==> src/hdl/dpc_defs.vh <==
// Constants shared by the defective pixel correction block.
// Assumes it is included by bare name from hdl/ design files and from the top bench.
`ifndef DPC_DEFS_VH
`define DPC_DEFS_VH

// Table geometry
`define DPC_DEPTH        16           // Entries in every table copy
`define DPC_IDXW         4            // Entry index width
`define DPC_CNTW         5            // Entry count width, 0..16
`define DPC_CW           12           // Coordinate width
`define DPC_PW           12           // Pixel width
`define DPC_EW           24           // Entry layout {row, col}

// Register byte offsets on the AXI4-Lite bus
`define DPC_AW           8
`define DPC_A_CTRL       8'h00
`define DPC_A_COUNT      8'h04
`define DPC_A_SELECT     8'h08
`define DPC_A_COL        8'h0C
`define DPC_A_ROW        8'h10
`define DPC_A_CMD        8'h14
`define DPC_A_STATUS     8'h18
`define DPC_A_WINOFS     8'h1C

// Control fields
`define DPC_CTRL_ON      0            // static_table_correct_on
`define DPC_CTRL_DYN     1            // dynamic_correct_on, stored only
`define DPC_CTRL_METH_HI 3            // replace_method field
`define DPC_CTRL_METH_LO 2
`define DPC_METH_AVG     2'h0
`define DPC_METH_HIGH    2'h1
`define DPC_WIN_ROW_LO   16           // Row offset field of WINOFS

// Command bits, write-one-to-start
`define DPC_CMD_COMMIT   0            // commit_active_table
`define DPC_CMD_STORE    1            // store_table_persistent
`define DPC_CMD_FACTORY  2            // factory restore

// Status fields
`define DPC_ST_BUSY      0
`define DPC_ST_CNT_LO    8

// Bus responses
`define DPC_RESP_OKAY    2'h0
`define DPC_RESP_SLVERR  2'h2

// Factory calibrated contents, {row, col}
`define DPC_FACT_COUNT   5'h02
`define DPC_FACT_E0      24'h00_1020
`define DPC_FACT_E1      24'h00_4008

`endif

==> src/hdl/dpc_pix.v <==
// Pixel stream stage: finds listed pixels and replaces them.
// Assumes a same-clock pixel stream and a table held steady by the caller.
`timescale 1ns/100ps
`include "dpc_defs.vh"

module dpc_pix (
    input  wire                            mclk,
    input  wire                            rst_b,
    input  wire                            ce,
    input  wire                            corr_on,
    input  wire [1:0]                      method,
    input  wire [`DPC_CW-1:0]              ofs_col,
    input  wire [`DPC_CW-1:0]              ofs_row,
    input  wire [`DPC_CNTW-1:0]            act_cnt,
    input  wire [`DPC_DEPTH*`DPC_EW-1:0]   act_flat,
    input  wire                            pix_valid,
    input  wire                            pix_sof,
    input  wire                            pix_eol,
    input  wire [`DPC_PW-1:0]              pix_data,
    output reg                             pixo_valid,
    output reg                             pixo_sof,
    output reg                             pixo_eol,
    output reg  [`DPC_PW-1:0]              pixo_data
);

////////////////////////////////////////////////////////////////////////////////
// State
reg  [`DPC_CW-1:0] col_r;             // Position of next input pixel
reg  [`DPC_CW-1:0] row_r;
reg  [`DPC_PW-1:0] left_r;            // Pixel before the centre
reg  [`DPC_PW-1:0] ctr_r;             // Pixel waiting for its right side
reg  [`DPC_CW-1:0] ccol_r;
reg  [`DPC_CW-1:0] crow_r;
reg                ctr_v_r;
reg                ctr_sof_r;
reg                ctr_eol_r;

wire [`DPC_CW-1:0] in_col = pix_sof ? {`DPC_CW{1'b0}} : col_r;
wire [`DPC_CW-1:0] in_row = pix_sof ? {`DPC_CW{1'b0}} : row_r;
// Centre leaves when its right neighbour arrives, or at once after line end
wire emit = ctr_v_r & (pix_valid | ctr_eol_r);
wire has_left  = (ccol_r != {`DPC_CW{1'b0}});
wire has_right = pix_valid & ~ctr_eol_r;

////////////////////////////////////////////////////////////////////////////////
// Entry match: window position plus offset equals full-sensor position
function entry_hit;
    input [`DPC_EW-1:0] ent;
    input [`DPC_CW-1:0] c;
    input [`DPC_CW-1:0] r;
    begin
        // Widened sums so entries outside the window never alias
        entry_hit = ({1'b0, ent[`DPC_CW-1:0]} == ({1'b0, c} + {1'b0, ofs_col})) &&
                    ({1'b0, ent[`DPC_EW-1:`DPC_CW]} == ({1'b0, r} + {1'b0, ofs_row}));
    end
endfunction

reg                hit;
reg  [`DPC_PW:0]   sum;
reg  [`DPC_PW-1:0] avg;
integer            i;

// Hit search over valid active entries and neighbour average
always @* begin
    hit = 1'b0;
    for (i = 0; i < `DPC_DEPTH; i = i + 1) begin
        // Only the first act_cnt entries take part
        if ((i < act_cnt) &&
            entry_hit(act_flat[i*`DPC_EW +: `DPC_EW], ccol_r, crow_r)) begin
            hit = 1'b1;
        end
    end
    // Left/right average; a missing side at a line edge is not counted
    sum = {1'b0, left_r} + {1'b0, pix_data};
    if (has_left && has_right) begin
        avg = sum[`DPC_PW:1];
    end else if (has_left) begin
        avg = left_r;
    end else if (has_right) begin
        avg = pix_data;
    end else begin
        avg = ctr_r;
    end
end

////////////////////////////////////////////////////////////////////////////////
// Stream pipeline, one pixel deep
always @(posedge mclk) begin
    if (!rst_b) begin
        col_r      <= {`DPC_CW{1'b0}};
        row_r      <= {`DPC_CW{1'b0}};
        left_r     <= {`DPC_PW{1'b0}};
        ctr_r      <= {`DPC_PW{1'b0}};
        ccol_r     <= {`DPC_CW{1'b0}};
        crow_r     <= {`DPC_CW{1'b0}};
        ctr_v_r    <= 1'b0;
        ctr_sof_r  <= 1'b0;
        ctr_eol_r  <= 1'b0;
        pixo_valid <= 1'b0;
        pixo_sof   <= 1'b0;
        pixo_eol   <= 1'b0;
        pixo_data  <= {`DPC_PW{1'b0}};
    end else if (ce) begin
        pixo_valid <= emit;
        if (emit) begin
            pixo_sof <= ctr_sof_r;
            pixo_eol <= ctr_eol_r;
            if (corr_on && hit) begin
                // Highlight forces full scale, other codes average
                pixo_data <= (method == `DPC_METH_HIGH) ? {`DPC_PW{1'b1}} : avg;
            end else begin
                // Correction off leaves pixels untouched
                pixo_data <= ctr_r;
            end
        end
        if (pix_valid) begin
            left_r    <= ctr_r;
            ctr_r     <= pix_data;
            ccol_r    <= in_col;
            crow_r    <= in_row;
            ctr_v_r   <= 1'b1;
            ctr_sof_r <= pix_sof;
            ctr_eol_r <= pix_eol;
            col_r     <= pix_eol ? {`DPC_CW{1'b0}} : in_col + 1'b1;
            row_r     <= pix_eol ? in_row + 1'b1 : in_row;
        end else if (emit) begin
            // Line end flushed on the first idle cycle
            ctr_v_r <= 1'b0;
        end
    end
end

endmodule

==> src/hdl/dpc_top.v <==
// Defective pixel correction: AXI4-Lite registers, table copies, copy engine.
// Assumes the pixel stream and the bus master both run on mclk.
`timescale 1ns/100ps
`include "dpc_defs.vh"

module dpc_top (
    input  wire                  mclk,
    input  wire                  rst_b,
    input  wire                  ce,
    input  wire [`DPC_AW-1:0]    s_axi_awaddr,
    input  wire                  s_axi_awvalid,
    output reg                   s_axi_awready,
    input  wire [31:0]           s_axi_wdata,
    input  wire [3:0]            s_axi_wstrb,
    input  wire                  s_axi_wvalid,
    output reg                   s_axi_wready,
    output reg  [1:0]            s_axi_bresp,
    output reg                   s_axi_bvalid,
    input  wire                  s_axi_bready,
    input  wire [`DPC_AW-1:0]    s_axi_araddr,
    input  wire                  s_axi_arvalid,
    output reg                   s_axi_arready,
    output reg  [31:0]           s_axi_rdata,
    output reg  [1:0]            s_axi_rresp,
    output reg                   s_axi_rvalid,
    input  wire                  s_axi_rready,
    input  wire                  pix_valid,
    input  wire                  pix_sof,
    input  wire                  pix_eol,
    input  wire [`DPC_PW-1:0]    pix_data,
    output wire                  pixo_valid,
    output wire                  pixo_sof,
    output wire                  pixo_eol,
    output wire [`DPC_PW-1:0]    pixo_data
);

////////////////////////////////////////////////////////////////////////////////
// Local codes
localparam [1:0] ST_IDLE  = 2'h0;     // Engine free
localparam [1:0] ST_COPY  = 2'h1;     // Walking all entries
localparam [1:0] ST_BOOT  = 2'h2;     // Loading counts after reset
localparam [1:0] SRC_STG  = 2'h0;     // Copy source: staged table
localparam [1:0] SRC_NV   = 2'h1;     // Copy source: persistent table
localparam [1:0] SRC_FACT = 2'h2;     // Copy source: factory contents
localparam [31:0] FULL_CNT = `DPC_DEPTH; // Count of a full table

////////////////////////////////////////////////////////////////////////////////
// Storage
reg  [`DPC_EW-1:0]   stg_tab_r [0:`DPC_DEPTH-1];   // Host-edited copy
reg  [`DPC_EW-1:0]   act_tab_r [0:`DPC_DEPTH-1];   // Volatile copy in use
reg  [`DPC_EW-1:0]   nv_tab_r  [0:`DPC_DEPTH-1];   // Persistent copy, no reset
reg  [`DPC_CNTW-1:0] stg_cnt_r;
reg  [`DPC_CNTW-1:0] act_cnt_r;
reg  [`DPC_CNTW-1:0] nv_cnt_r;
reg  [`DPC_IDXW-1:0] sel_r;                        // table_entry_select
reg                  on_r;                         // static_table_correct_on
reg                  dyn_r;                        // dynamic_correct_on
reg  [1:0]           meth_r;                       // replace_method
reg  [`DPC_CW-1:0]   ofs_col_r;                    // Window column offset
reg  [`DPC_CW-1:0]   ofs_row_r;                    // Window row offset

// Copy engine
reg  [1:0]           state_r;
reg  [1:0]           src_r;
reg  [`DPC_IDXW-1:0] idx_r;
reg                  to_act_r;
reg                  to_stg_r;
reg                  to_nv_r;

// Bus slave
reg                  aw_have_r;
reg                  w_have_r;
reg  [`DPC_AW-1:0]   awaddr_r;
reg  [31:0]          wdata_r;
reg  [3:0]           wstrb_r;

////////////////////////////////////////////////////////////////////////////////
// Helpers

// Apply byte strobes to a register word
function [31:0] wmerge;
    input [31:0] old;
    input [31:0] nw;
    input [3:0]  strb;
    integer      b;
    begin
        wmerge = old;
        for (b = 0; b < 4; b = b + 1) begin
            if (strb[b]) begin
                wmerge[b*8 +: 8] = nw[b*8 +: 8];
            end
        end
    end
endfunction

// Read view of every register; also the base for partial writes
function [31:0] reg_read;
    input [`DPC_AW-1:0] a;
    reg   [`DPC_EW-1:0] e;
    begin
        e        = stg_tab_r[sel_r];
        reg_read = 32'h0000_0000;
        case (a)
            `DPC_A_CTRL: begin
                reg_read[`DPC_CTRL_ON]  = on_r;
                reg_read[`DPC_CTRL_DYN] = dyn_r;
                reg_read[`DPC_CTRL_METH_HI:`DPC_CTRL_METH_LO] = meth_r;
            end
            `DPC_A_COUNT:  reg_read[`DPC_CNTW-1:0] = stg_cnt_r;
            `DPC_A_SELECT: reg_read[`DPC_IDXW-1:0] = sel_r;
            // Accessors show the selected staged entry
            `DPC_A_COL:    reg_read[`DPC_CW-1:0]   = e[`DPC_CW-1:0];
            `DPC_A_ROW:    reg_read[`DPC_CW-1:0]   = e[`DPC_EW-1:`DPC_CW];
            `DPC_A_STATUS: begin
                reg_read[`DPC_ST_BUSY] = (state_r != ST_IDLE);
                reg_read[`DPC_ST_CNT_LO +: `DPC_CNTW] = act_cnt_r;
            end
            `DPC_A_WINOFS: begin
                reg_read[`DPC_CW-1:0] = ofs_col_r;
                reg_read[`DPC_WIN_ROW_LO +: `DPC_CW] = ofs_row_r;
            end
            default:       reg_read = 32'h0000_0000;
        endcase
    end
endfunction

// Address is one of the mapped words
function mapped;
    input [`DPC_AW-1:0] a;
    begin
        mapped = (a[1:0] == 2'h0) && (a <= `DPC_A_WINOFS);
    end
endfunction

// Factory calibrated entry by index
function [`DPC_EW-1:0] fact_entry;
    input [`DPC_IDXW-1:0] k;
    begin
        case (k)
            4'h0:    fact_entry = `DPC_FACT_E0;
            4'h1:    fact_entry = `DPC_FACT_E1;
            default: fact_entry = 24'h00_0000;
        endcase
    end
endfunction

////////////////////////////////////////////////////////////////////////////////
// Combinational decode
wire         wr_fire = aw_have_r & w_have_r & ~s_axi_bvalid;
wire [31:0]  wv      = wmerge(reg_read(awaddr_r), wdata_r, wstrb_r);
wire         idle    = (state_r == ST_IDLE);
wire         cmd_wr  = wr_fire & (awaddr_r == `DPC_A_CMD) & idle;
wire         go_fact = cmd_wr & wv[`DPC_CMD_FACTORY];
wire         go_comm = cmd_wr & ~wv[`DPC_CMD_FACTORY] & wv[`DPC_CMD_COMMIT];
wire         go_stor = cmd_wr & ~wv[`DPC_CMD_FACTORY] & ~wv[`DPC_CMD_COMMIT] &
                       wv[`DPC_CMD_STORE];
wire         copying = (state_r == ST_COPY);
wire [`DPC_CNTW-1:0] cnt_clamp = (wv[`DPC_CNTW-1:0] > `DPC_DEPTH) ?
                                 FULL_CNT[`DPC_CNTW-1:0] : wv[`DPC_CNTW-1:0];

reg  [`DPC_EW-1:0]   copy_src;
reg  [`DPC_DEPTH*`DPC_EW-1:0] act_flat;
integer              j;

// Copy source word and flattened active table
always @* begin
    case (src_r)
        SRC_STG: copy_src = stg_tab_r[idx_r];
        SRC_NV:  copy_src = nv_tab_r[idx_r];
        default: copy_src = fact_entry(idx_r);
    endcase
    for (j = 0; j < `DPC_DEPTH; j = j + 1) begin
        act_flat[j*`DPC_EW +: `DPC_EW] = act_tab_r[j];
    end
end

////////////////////////////////////////////////////////////////////////////////
// Bus slave, registers, staged and active tables, copy engine
always @(posedge mclk) begin
    if (!rst_b) begin
        s_axi_awready <= 1'b1;
        s_axi_wready  <= 1'b1;
        s_axi_bvalid  <= 1'b0;
        s_axi_bresp   <= `DPC_RESP_OKAY;
        s_axi_arready <= 1'b1;
        s_axi_rvalid  <= 1'b0;
        s_axi_rresp   <= `DPC_RESP_OKAY;
        s_axi_rdata   <= 32'h0000_0000;
        aw_have_r     <= 1'b0;
        w_have_r      <= 1'b0;
        awaddr_r      <= {`DPC_AW{1'b0}};
        wdata_r       <= 32'h0000_0000;
        wstrb_r       <= 4'h0;
        sel_r         <= {`DPC_IDXW{1'b0}};
        on_r          <= 1'b0;
        dyn_r         <= 1'b0;
        meth_r        <= `DPC_METH_AVG;
        ofs_col_r     <= {`DPC_CW{1'b0}};
        ofs_row_r     <= {`DPC_CW{1'b0}};
        stg_cnt_r     <= {`DPC_CNTW{1'b0}};
        act_cnt_r     <= {`DPC_CNTW{1'b0}};
        // Power-up: fetch the persistent table first
        state_r       <= ST_BOOT;
        src_r         <= SRC_NV;
        idx_r         <= {`DPC_IDXW{1'b0}};
        to_act_r      <= 1'b1;
        to_stg_r      <= 1'b1;
        to_nv_r       <= 1'b0;
    end else if (ce) begin
        // Address and data taken independently
        if (s_axi_awvalid && s_axi_awready) begin
            awaddr_r      <= s_axi_awaddr;
            aw_have_r     <= 1'b1;
            s_axi_awready <= 1'b0;
        end
        if (s_axi_wvalid && s_axi_wready) begin
            wdata_r      <= s_axi_wdata;
            wstrb_r      <= s_axi_wstrb;
            w_have_r     <= 1'b1;
            s_axi_wready <= 1'b0;
        end
        // Both halves present: write and answer
        if (wr_fire) begin
            s_axi_bvalid <= 1'b1;
            s_axi_bresp  <= mapped(awaddr_r) ? `DPC_RESP_OKAY : `DPC_RESP_SLVERR;
            case (awaddr_r)
                `DPC_A_CTRL: begin
                    on_r   <= wv[`DPC_CTRL_ON];
                    dyn_r  <= wv[`DPC_CTRL_DYN];
                    meth_r <= wv[`DPC_CTRL_METH_HI:`DPC_CTRL_METH_LO];
                end
                // Staged count only; clamps at table depth
                `DPC_A_COUNT:  stg_cnt_r <= cnt_clamp;
                `DPC_A_SELECT: begin
                    // Selector outside 0..N-1 is ignored
                    if ({1'b0, wv[`DPC_IDXW-1:0]} < stg_cnt_r &&
                        wv[31:`DPC_IDXW] == 28'h000_0000) begin
                        sel_r <= wv[`DPC_IDXW-1:0];
                    end
                end
                // Coordinate edits touch staged copy only
                `DPC_A_COL: stg_tab_r[sel_r][`DPC_CW-1:0] <= wv[`DPC_CW-1:0];
                `DPC_A_ROW: stg_tab_r[sel_r][`DPC_EW-1:`DPC_CW] <= wv[`DPC_CW-1:0];
                `DPC_A_WINOFS: begin
                    ofs_col_r <= wv[`DPC_CW-1:0];
                    ofs_row_r <= wv[`DPC_WIN_ROW_LO +: `DPC_CW];
                end
                default: ;
            endcase
        end
        if (s_axi_bvalid && s_axi_bready) begin
            s_axi_bvalid  <= 1'b0;
            aw_have_r     <= 1'b0;
            w_have_r      <= 1'b0;
            s_axi_awready <= 1'b1;
            s_axi_wready  <= 1'b1;
        end
        // Read: answer at the edge that takes the address
        if (s_axi_arvalid && s_axi_arready) begin
            s_axi_arready <= 1'b0;
            s_axi_rvalid  <= 1'b1;
            s_axi_rdata   <= reg_read(s_axi_araddr);
            s_axi_rresp   <= mapped(s_axi_araddr) ? `DPC_RESP_OKAY : `DPC_RESP_SLVERR;
        end
        if (s_axi_rvalid && s_axi_rready) begin
            s_axi_rvalid  <= 1'b0;
            s_axi_arready <= 1'b1;
        end
        // Command starts; a busy engine drops new commands
        if (go_fact) begin
            // Factory contents into every copy
            state_r   <= ST_COPY;
            src_r     <= SRC_FACT;
            to_act_r  <= 1'b1;
            to_stg_r  <= 1'b1;
            to_nv_r   <= 1'b1;
            act_cnt_r <= `DPC_FACT_COUNT;
            stg_cnt_r <= `DPC_FACT_COUNT;
            sel_r     <= {`DPC_IDXW{1'b0}};
        end else if (go_comm) begin
            // Staged table becomes the one in use
            state_r   <= ST_COPY;
            src_r     <= SRC_STG;
            to_act_r  <= 1'b1;
            to_stg_r  <= 1'b0;
            to_nv_r   <= 1'b0;
            act_cnt_r <= stg_cnt_r;
        end else if (go_stor) begin
            // Whole table rewritten, no merge
            state_r   <= ST_COPY;
            src_r     <= SRC_STG;
            to_act_r  <= 1'b0;
            to_stg_r  <= 1'b0;
            to_nv_r   <= 1'b1;
        end
        // Boot: counts from persistent copy, then entries
        if (state_r == ST_BOOT) begin
            act_cnt_r <= nv_cnt_r;
            stg_cnt_r <= nv_cnt_r;
            state_r   <= ST_COPY;
        end
        // One entry per cycle; frames may see a mixed table meanwhile
        if (copying) begin
            if (to_act_r) begin
                act_tab_r[idx_r] <= copy_src;
            end
            if (to_stg_r) begin
                stg_tab_r[idx_r] <= copy_src;
            end
            idx_r <= idx_r + 1'b1;
            if (idx_r == `DPC_DEPTH - 1) begin
                state_r <= ST_IDLE;
            end
        end
    end
end

////////////////////////////////////////////////////////////////////////////////
// Persistent copy: kept apart since it has no reset, like real storage
always @(posedge mclk) begin
    if (ce) begin
        if (go_stor) begin
            nv_cnt_r <= stg_cnt_r;
        end else if (go_fact) begin
            nv_cnt_r <= `DPC_FACT_COUNT;
        end
        if (copying && to_nv_r) begin
            nv_tab_r[idx_r] <= copy_src;
        end
    end
end

////////////////////////////////////////////////////////////////////////////////
// Pixel replacement stage, reads only the active copy
dpc_pix u_pix (
    .mclk       (mclk),
    .rst_b      (rst_b),
    .ce         (ce),
    .corr_on    (on_r),
    .method     (meth_r),
    .ofs_col    (ofs_col_r),
    .ofs_row    (ofs_row_r),
    .act_cnt    (act_cnt_r),
    .act_flat   (act_flat),
    .pix_valid  (pix_valid),
    .pix_sof    (pix_sof),
    .pix_eol    (pix_eol),
    .pix_data   (pix_data),
    .pixo_valid (pixo_valid),
    .pixo_sof   (pixo_sof),
    .pixo_eol   (pixo_eol),
    .pixo_data  (pixo_data)
);

endmodule

==> config.mk <==
export PLATFORM = sky130hd
export DESIGN_NAME = dpc_top
export DESIGN_NICKNAME = d
export VERILOG_FILES = /design/src/hdl/dpc_pix.v /design/src/hdl/dpc_top.v
export VERILOG_INCLUDE_DIRS = /design/src /design/src/hdl
export SDC_FILE = /design/constraint.sdc
export NUM_CORES = 2
export LEC_CHECK = 0
export ABC_AREA = 1
export BUFFER_PORTS_ARGS = -buffer_cell sky130_fd_sc_hd__buf_2
export CORE_MARGIN = 2
export CORE_UTILIZATION = 45
export DETAILED_ROUTE_END_ITERATION = 6
export PLACE_DENSITY = 0.7
export SYNTH_ARGS = -nofsm -noshare
export SYNTH_HDL_FRONTEND = slang
export SYNTH_HIERARCHICAL = 1
export SYNTH_SLANG_ARGS = --single-unit
==> constraint.sdc <==
create_clock -name mclk -period 3.5 [get_ports mclk]
set_input_delay 0.7 -clock mclk [delete_from_list [all_inputs] [get_ports mclk]]
set_output_delay 0.7 -clock mclk [all_outputs]
set_load 0.03 [all_outputs]
==> impl_metrics.tcl <==
set metrics [dict create \
    status "finished, violations left" \
    violations "setup timing" \
    hp-class "input port to register" \
    drc 0 \
    finalSetupViolCount 12 \
    cap_violations 0 \
    mostFrequentLayoutCell "nand2_1" \
    rr_startpoint "u_pix/ccol_r[0]$_SDFFE_PN0P_" \
    io_buffers 121 \
    drtIter0Drc 8832 \
    reg2reg_slack_ns -0.16 \
    p_per_area_nw_per_um2 450 \
    initial_core_util 0.451 \
    clock-root-buffer "clkbuf_16" \
    fmax_mhz 274 \
    final_area_sq_um 79900 \
    placed_area_sq_um 74400 \
    crit_path_end "u_pix/pixo_data[8]$_SDFFE_PN0P_" \
    dp_hpwl_um 155000 \
    worstPathMaxFanout 6 \
    place_congestion 0.982 \
    fin_cells 10100 \
    drive_gt1_frac 0.132 \
    antenna_found_initial 3 \
    core_area_sq_um 154000 \
    vias 59600 \
    syn_area_per_cell_sq_um 9.02 \
    cp_slowest_stage_delay_ns 0.63 \
    async_flop_share 0 \
    period_minus_slack_ns 3.66 \
    yosysWarnings 6 \
    wl_per_cell_um 23.1 \
    path_buf_inv 6 \
    maxSlewHeadroom 0.367 \
    final-hold-violation-count 0 \
    syn-instance-count 7681 \
    cts-buffers-inserted 148 \
    ys.flop_type "edfxtp_1" \
    worstRegToRegCells 26 \
    dp.cells 9842 \
    grt_pass1_vias 55400 \
    grt_start_max_net_pins 125 \
    insertion_delay_ns 0.82 \
    cts_tree "built" \
    routed_wl_um 234000 \
    critPathSlowestCell "fa_2" \
    peakVddDrop_v 0.000537 \
    grt-ovfl-total 0 \
    antenna_left 0 \
    crit_path_start "u_pix/ccol_r[0]$_SDFFE_PN0P_" \
    path_depth 26 \
    worstSetupEndpointType "register" \
    layout_setup_ws_ns -0.156 \
    ys_types 64 \
    htree_levels 4 \
    cts_sinks 1386 \
    synth_edf_count 1157 \
    leakagePower_nw 30.7 \
    fin_nets 8093 \
    die-area_sq_um 157000 \
    clock_tree.buffer_depth 3 \
    drt_pass1_iterations 7 \
    ys_seq_area_frac 0.567 \
    dieWidth_um 396 \
    crit_path_start_kind "register" \
    slew_violations 0 \
    ys_ff_latch 1386 \
    worstReg2RegEnd "u_pix/pixo_data[8]$_SDFFE_PN0P_" \
    period_share 1.04 \
    layout_common_cells "nand2_1, edfxtp_1, o21ai_0" \
    routed_via_density 5.88 \
    grt_pass1_wl_um 341000 \
    crit_type "register to register" \
    grtUsageTotal 0.286 \
    cp.arrival_ns 4.30 \
    syn_area_sq_um 69300 \
    syn2layout_area_growth_pct 15.2 \
    pin_count 131 \
    critPathTopFamily "simple AND/OR/NAND/NOR gates" \
    fp-row-count 144 \
    max_slew.worst_pin.slew_ns 0.948 \
    clk_pin_slew_ns 0.06 \
    required_ns 4.15 \
    die_h_um 396 \
    clock_skew_ns 0.0357 \
    rsz0062_at_grt "true" \
]
==> stage by stage <==
| stage | power, mW | setup WS [ns] | setup TNS, ns | hold slack (ns) | utilization |
|---|---|---|---|---|---|
| 4_1_cts | 35.9 | 0.00647 | 0 | 0.135 | 0.516 |
| 3_3_place_gp | 20.5 | -0.0520 | -0.543 | 0.422 | 0.485 |
| 6_report | 36.0 | -0.156 | -1.49 | 0.172 | 0.520 |
| 5_1_grt | 36.8 | -0.295 | -4.45 | 0.171 | 0.520 |
| 2_1_floorplan | 19.6 | 0.295 | 0 | 0.412 | - |
| 3_5_place_dp | 20.5 | -0.150 | -1.69 | 0.430 | 0.485 |
==> flip-flops by register name, summed over array words and instances (netlist names), 5 cells and up, named ones only <==
signal / cells
act_cnt_r: 5
act_tab_r: 384
awaddr_r: 8
nv_cnt_r: 5
nv_tab_r: 384
ofs_col_r: 12
ofs_row_r: 12
s_axi_rdata: 25
stg_cnt_r: 5
stg_tab_r: 384
u_pix/ccol_r: 12
u_pix/col_r: 12
u_pix/crow_r: 12
u_pix/ctr_r: 12
u_pix/left_r: 12
u_pix/pixo_data: 12
u_pix/row_r: 12
wdata_r: 32
==> metal layers <==
metal | routed length (um) | track usage | up-vias
met5 | 18 | 0 | -
met4 | 12300 | 0.138 | 2
met3 | 27100 | 0.0571 | 699
met2 | 103000 | 0.438 | 3715
met1 | 91500 | 0.389 | 28300
li1 | - | - | 26900
==> where the power goes <==
| group | switching (mW) | internal (mW) |
|---|---|---|
| Combinational | 1.60 | 0.726 |
| Clock | 6.80 | 8.84 |
| Sequential | 0.0905 | 17.9 |
| Total | 8.49 | 27.5 |
==> cells by family (layout without fill, tap and decap cells) <==
group	after synthesis	after routing	share of synthesized area
AO/OA/AOI/OAI	1836	1836	0.147
XOR/XNOR	124	124	0.0158
adder cells (fa/ha/maj)	47	47	0.00881
buffers and inverters	1258	1655	0.0781
flip-flops	1386	1386	0.567
other	1	11	0.0000541
AND/OR/NAND/NOR	3029	3030	0.183
==> cells in the mapped netlist (7+ instances only) <==
master     instances  area (sq um)
a211oi_1           8          60.1
a21oi_1          427          2140
a31oi_1           10          62.6
buf_1             21          78.8
buf_2            126           631
buf_4             44           330
buf_6             49           552
clkbuf_1         233           875
dfxtp_1          229          4580
edfxtp_1        1157         34700
ha_1              44           551
inv_1            754          2830
inv_2             27           101
nand2_1         1551          5820
nand2_2           37           231
nand2_4            7          78.8
nand3_1          557          2790
nand3b_1          15           113
nand4_1           46           288
nor2_1           708          2660
nor3_1            31           155
nor4_1             9          56.3
o2111ai_1          9          78.8
o211ai_1         135          1010
o21ai_0          984          4920
o21ai_1           86           430
o221ai_1          73           639
o22ai_1           50           313
o22ai_2           20           250
or2_0             16           100
or2_1              8          50.1
or2_2             31           194
xnor2_1           28           245
xor2_1            95           832
==> layout make-up <==
type / instances / area, sq um
multi-input cells: 5046 / 25100
repair buffers: 604 / 5160
well taps: 2044 / 2560
clock buffers: 189 / 3970
diodes: 2 / 5.00
inverters: 785 / 2960
clock inverters: 77 / 801
flip-flops and latches: 1386 / 39400
fillers: 13600 / 73600
==> worst min-delay path, delay by kind of cell <==
| kind | cells | cell delay [ns] |
|---|---|---|
| AO/OA/AOI/OAI | 1 | 0.06 |
| buffers and inverters | 1 | 0.10 |
| AND/OR/NAND/NOR | 1 | 0.07 |
==> worst min-delay path by stage <==
stage                     slack (ns)                           to  depth (start not counted)                   startpoint
after floorplan                 0.41  u_pix/row_r[5]$_SDFFE_PN0P_                          1  u_pix/row_r[5]$_SDFFE_PN0P_
after global placement          0.42  u_pix/row_r[5]$_SDFFE_PN0P_                          1  u_pix/row_r[5]$_SDFFE_PN0P_
after detailed placement        0.43  u_pix/row_r[5]$_SDFFE_PN0P_                          1  u_pix/row_r[5]$_SDFFE_PN0P_
after CTS                       0.13     wdata_r[20]$_SDFFE_PN0P_                          3              s_axi_wdata[20]
after global routing            0.17      wdata_r[2]$_SDFFE_PN0P_                          3               s_axi_wdata[2]
final                           0.17      wdata_r[2]$_SDFFE_PN0P_                          3               s_axi_wdata[2]
==> what timing repair did <==
action / 4_1_cts / 5_1_grt
endpoints found under the hold margin: 0 / 0
pin swaps: 1 / 65
hold buffers: 0 / 0
buffers inserted: 5 / 10
gates cloned: 0 / 8
gates resized for setup: 16 / 92
endpoints found under the setup margin: 21 / 22
Note: power is estimated with default switching activity, not from simulation.
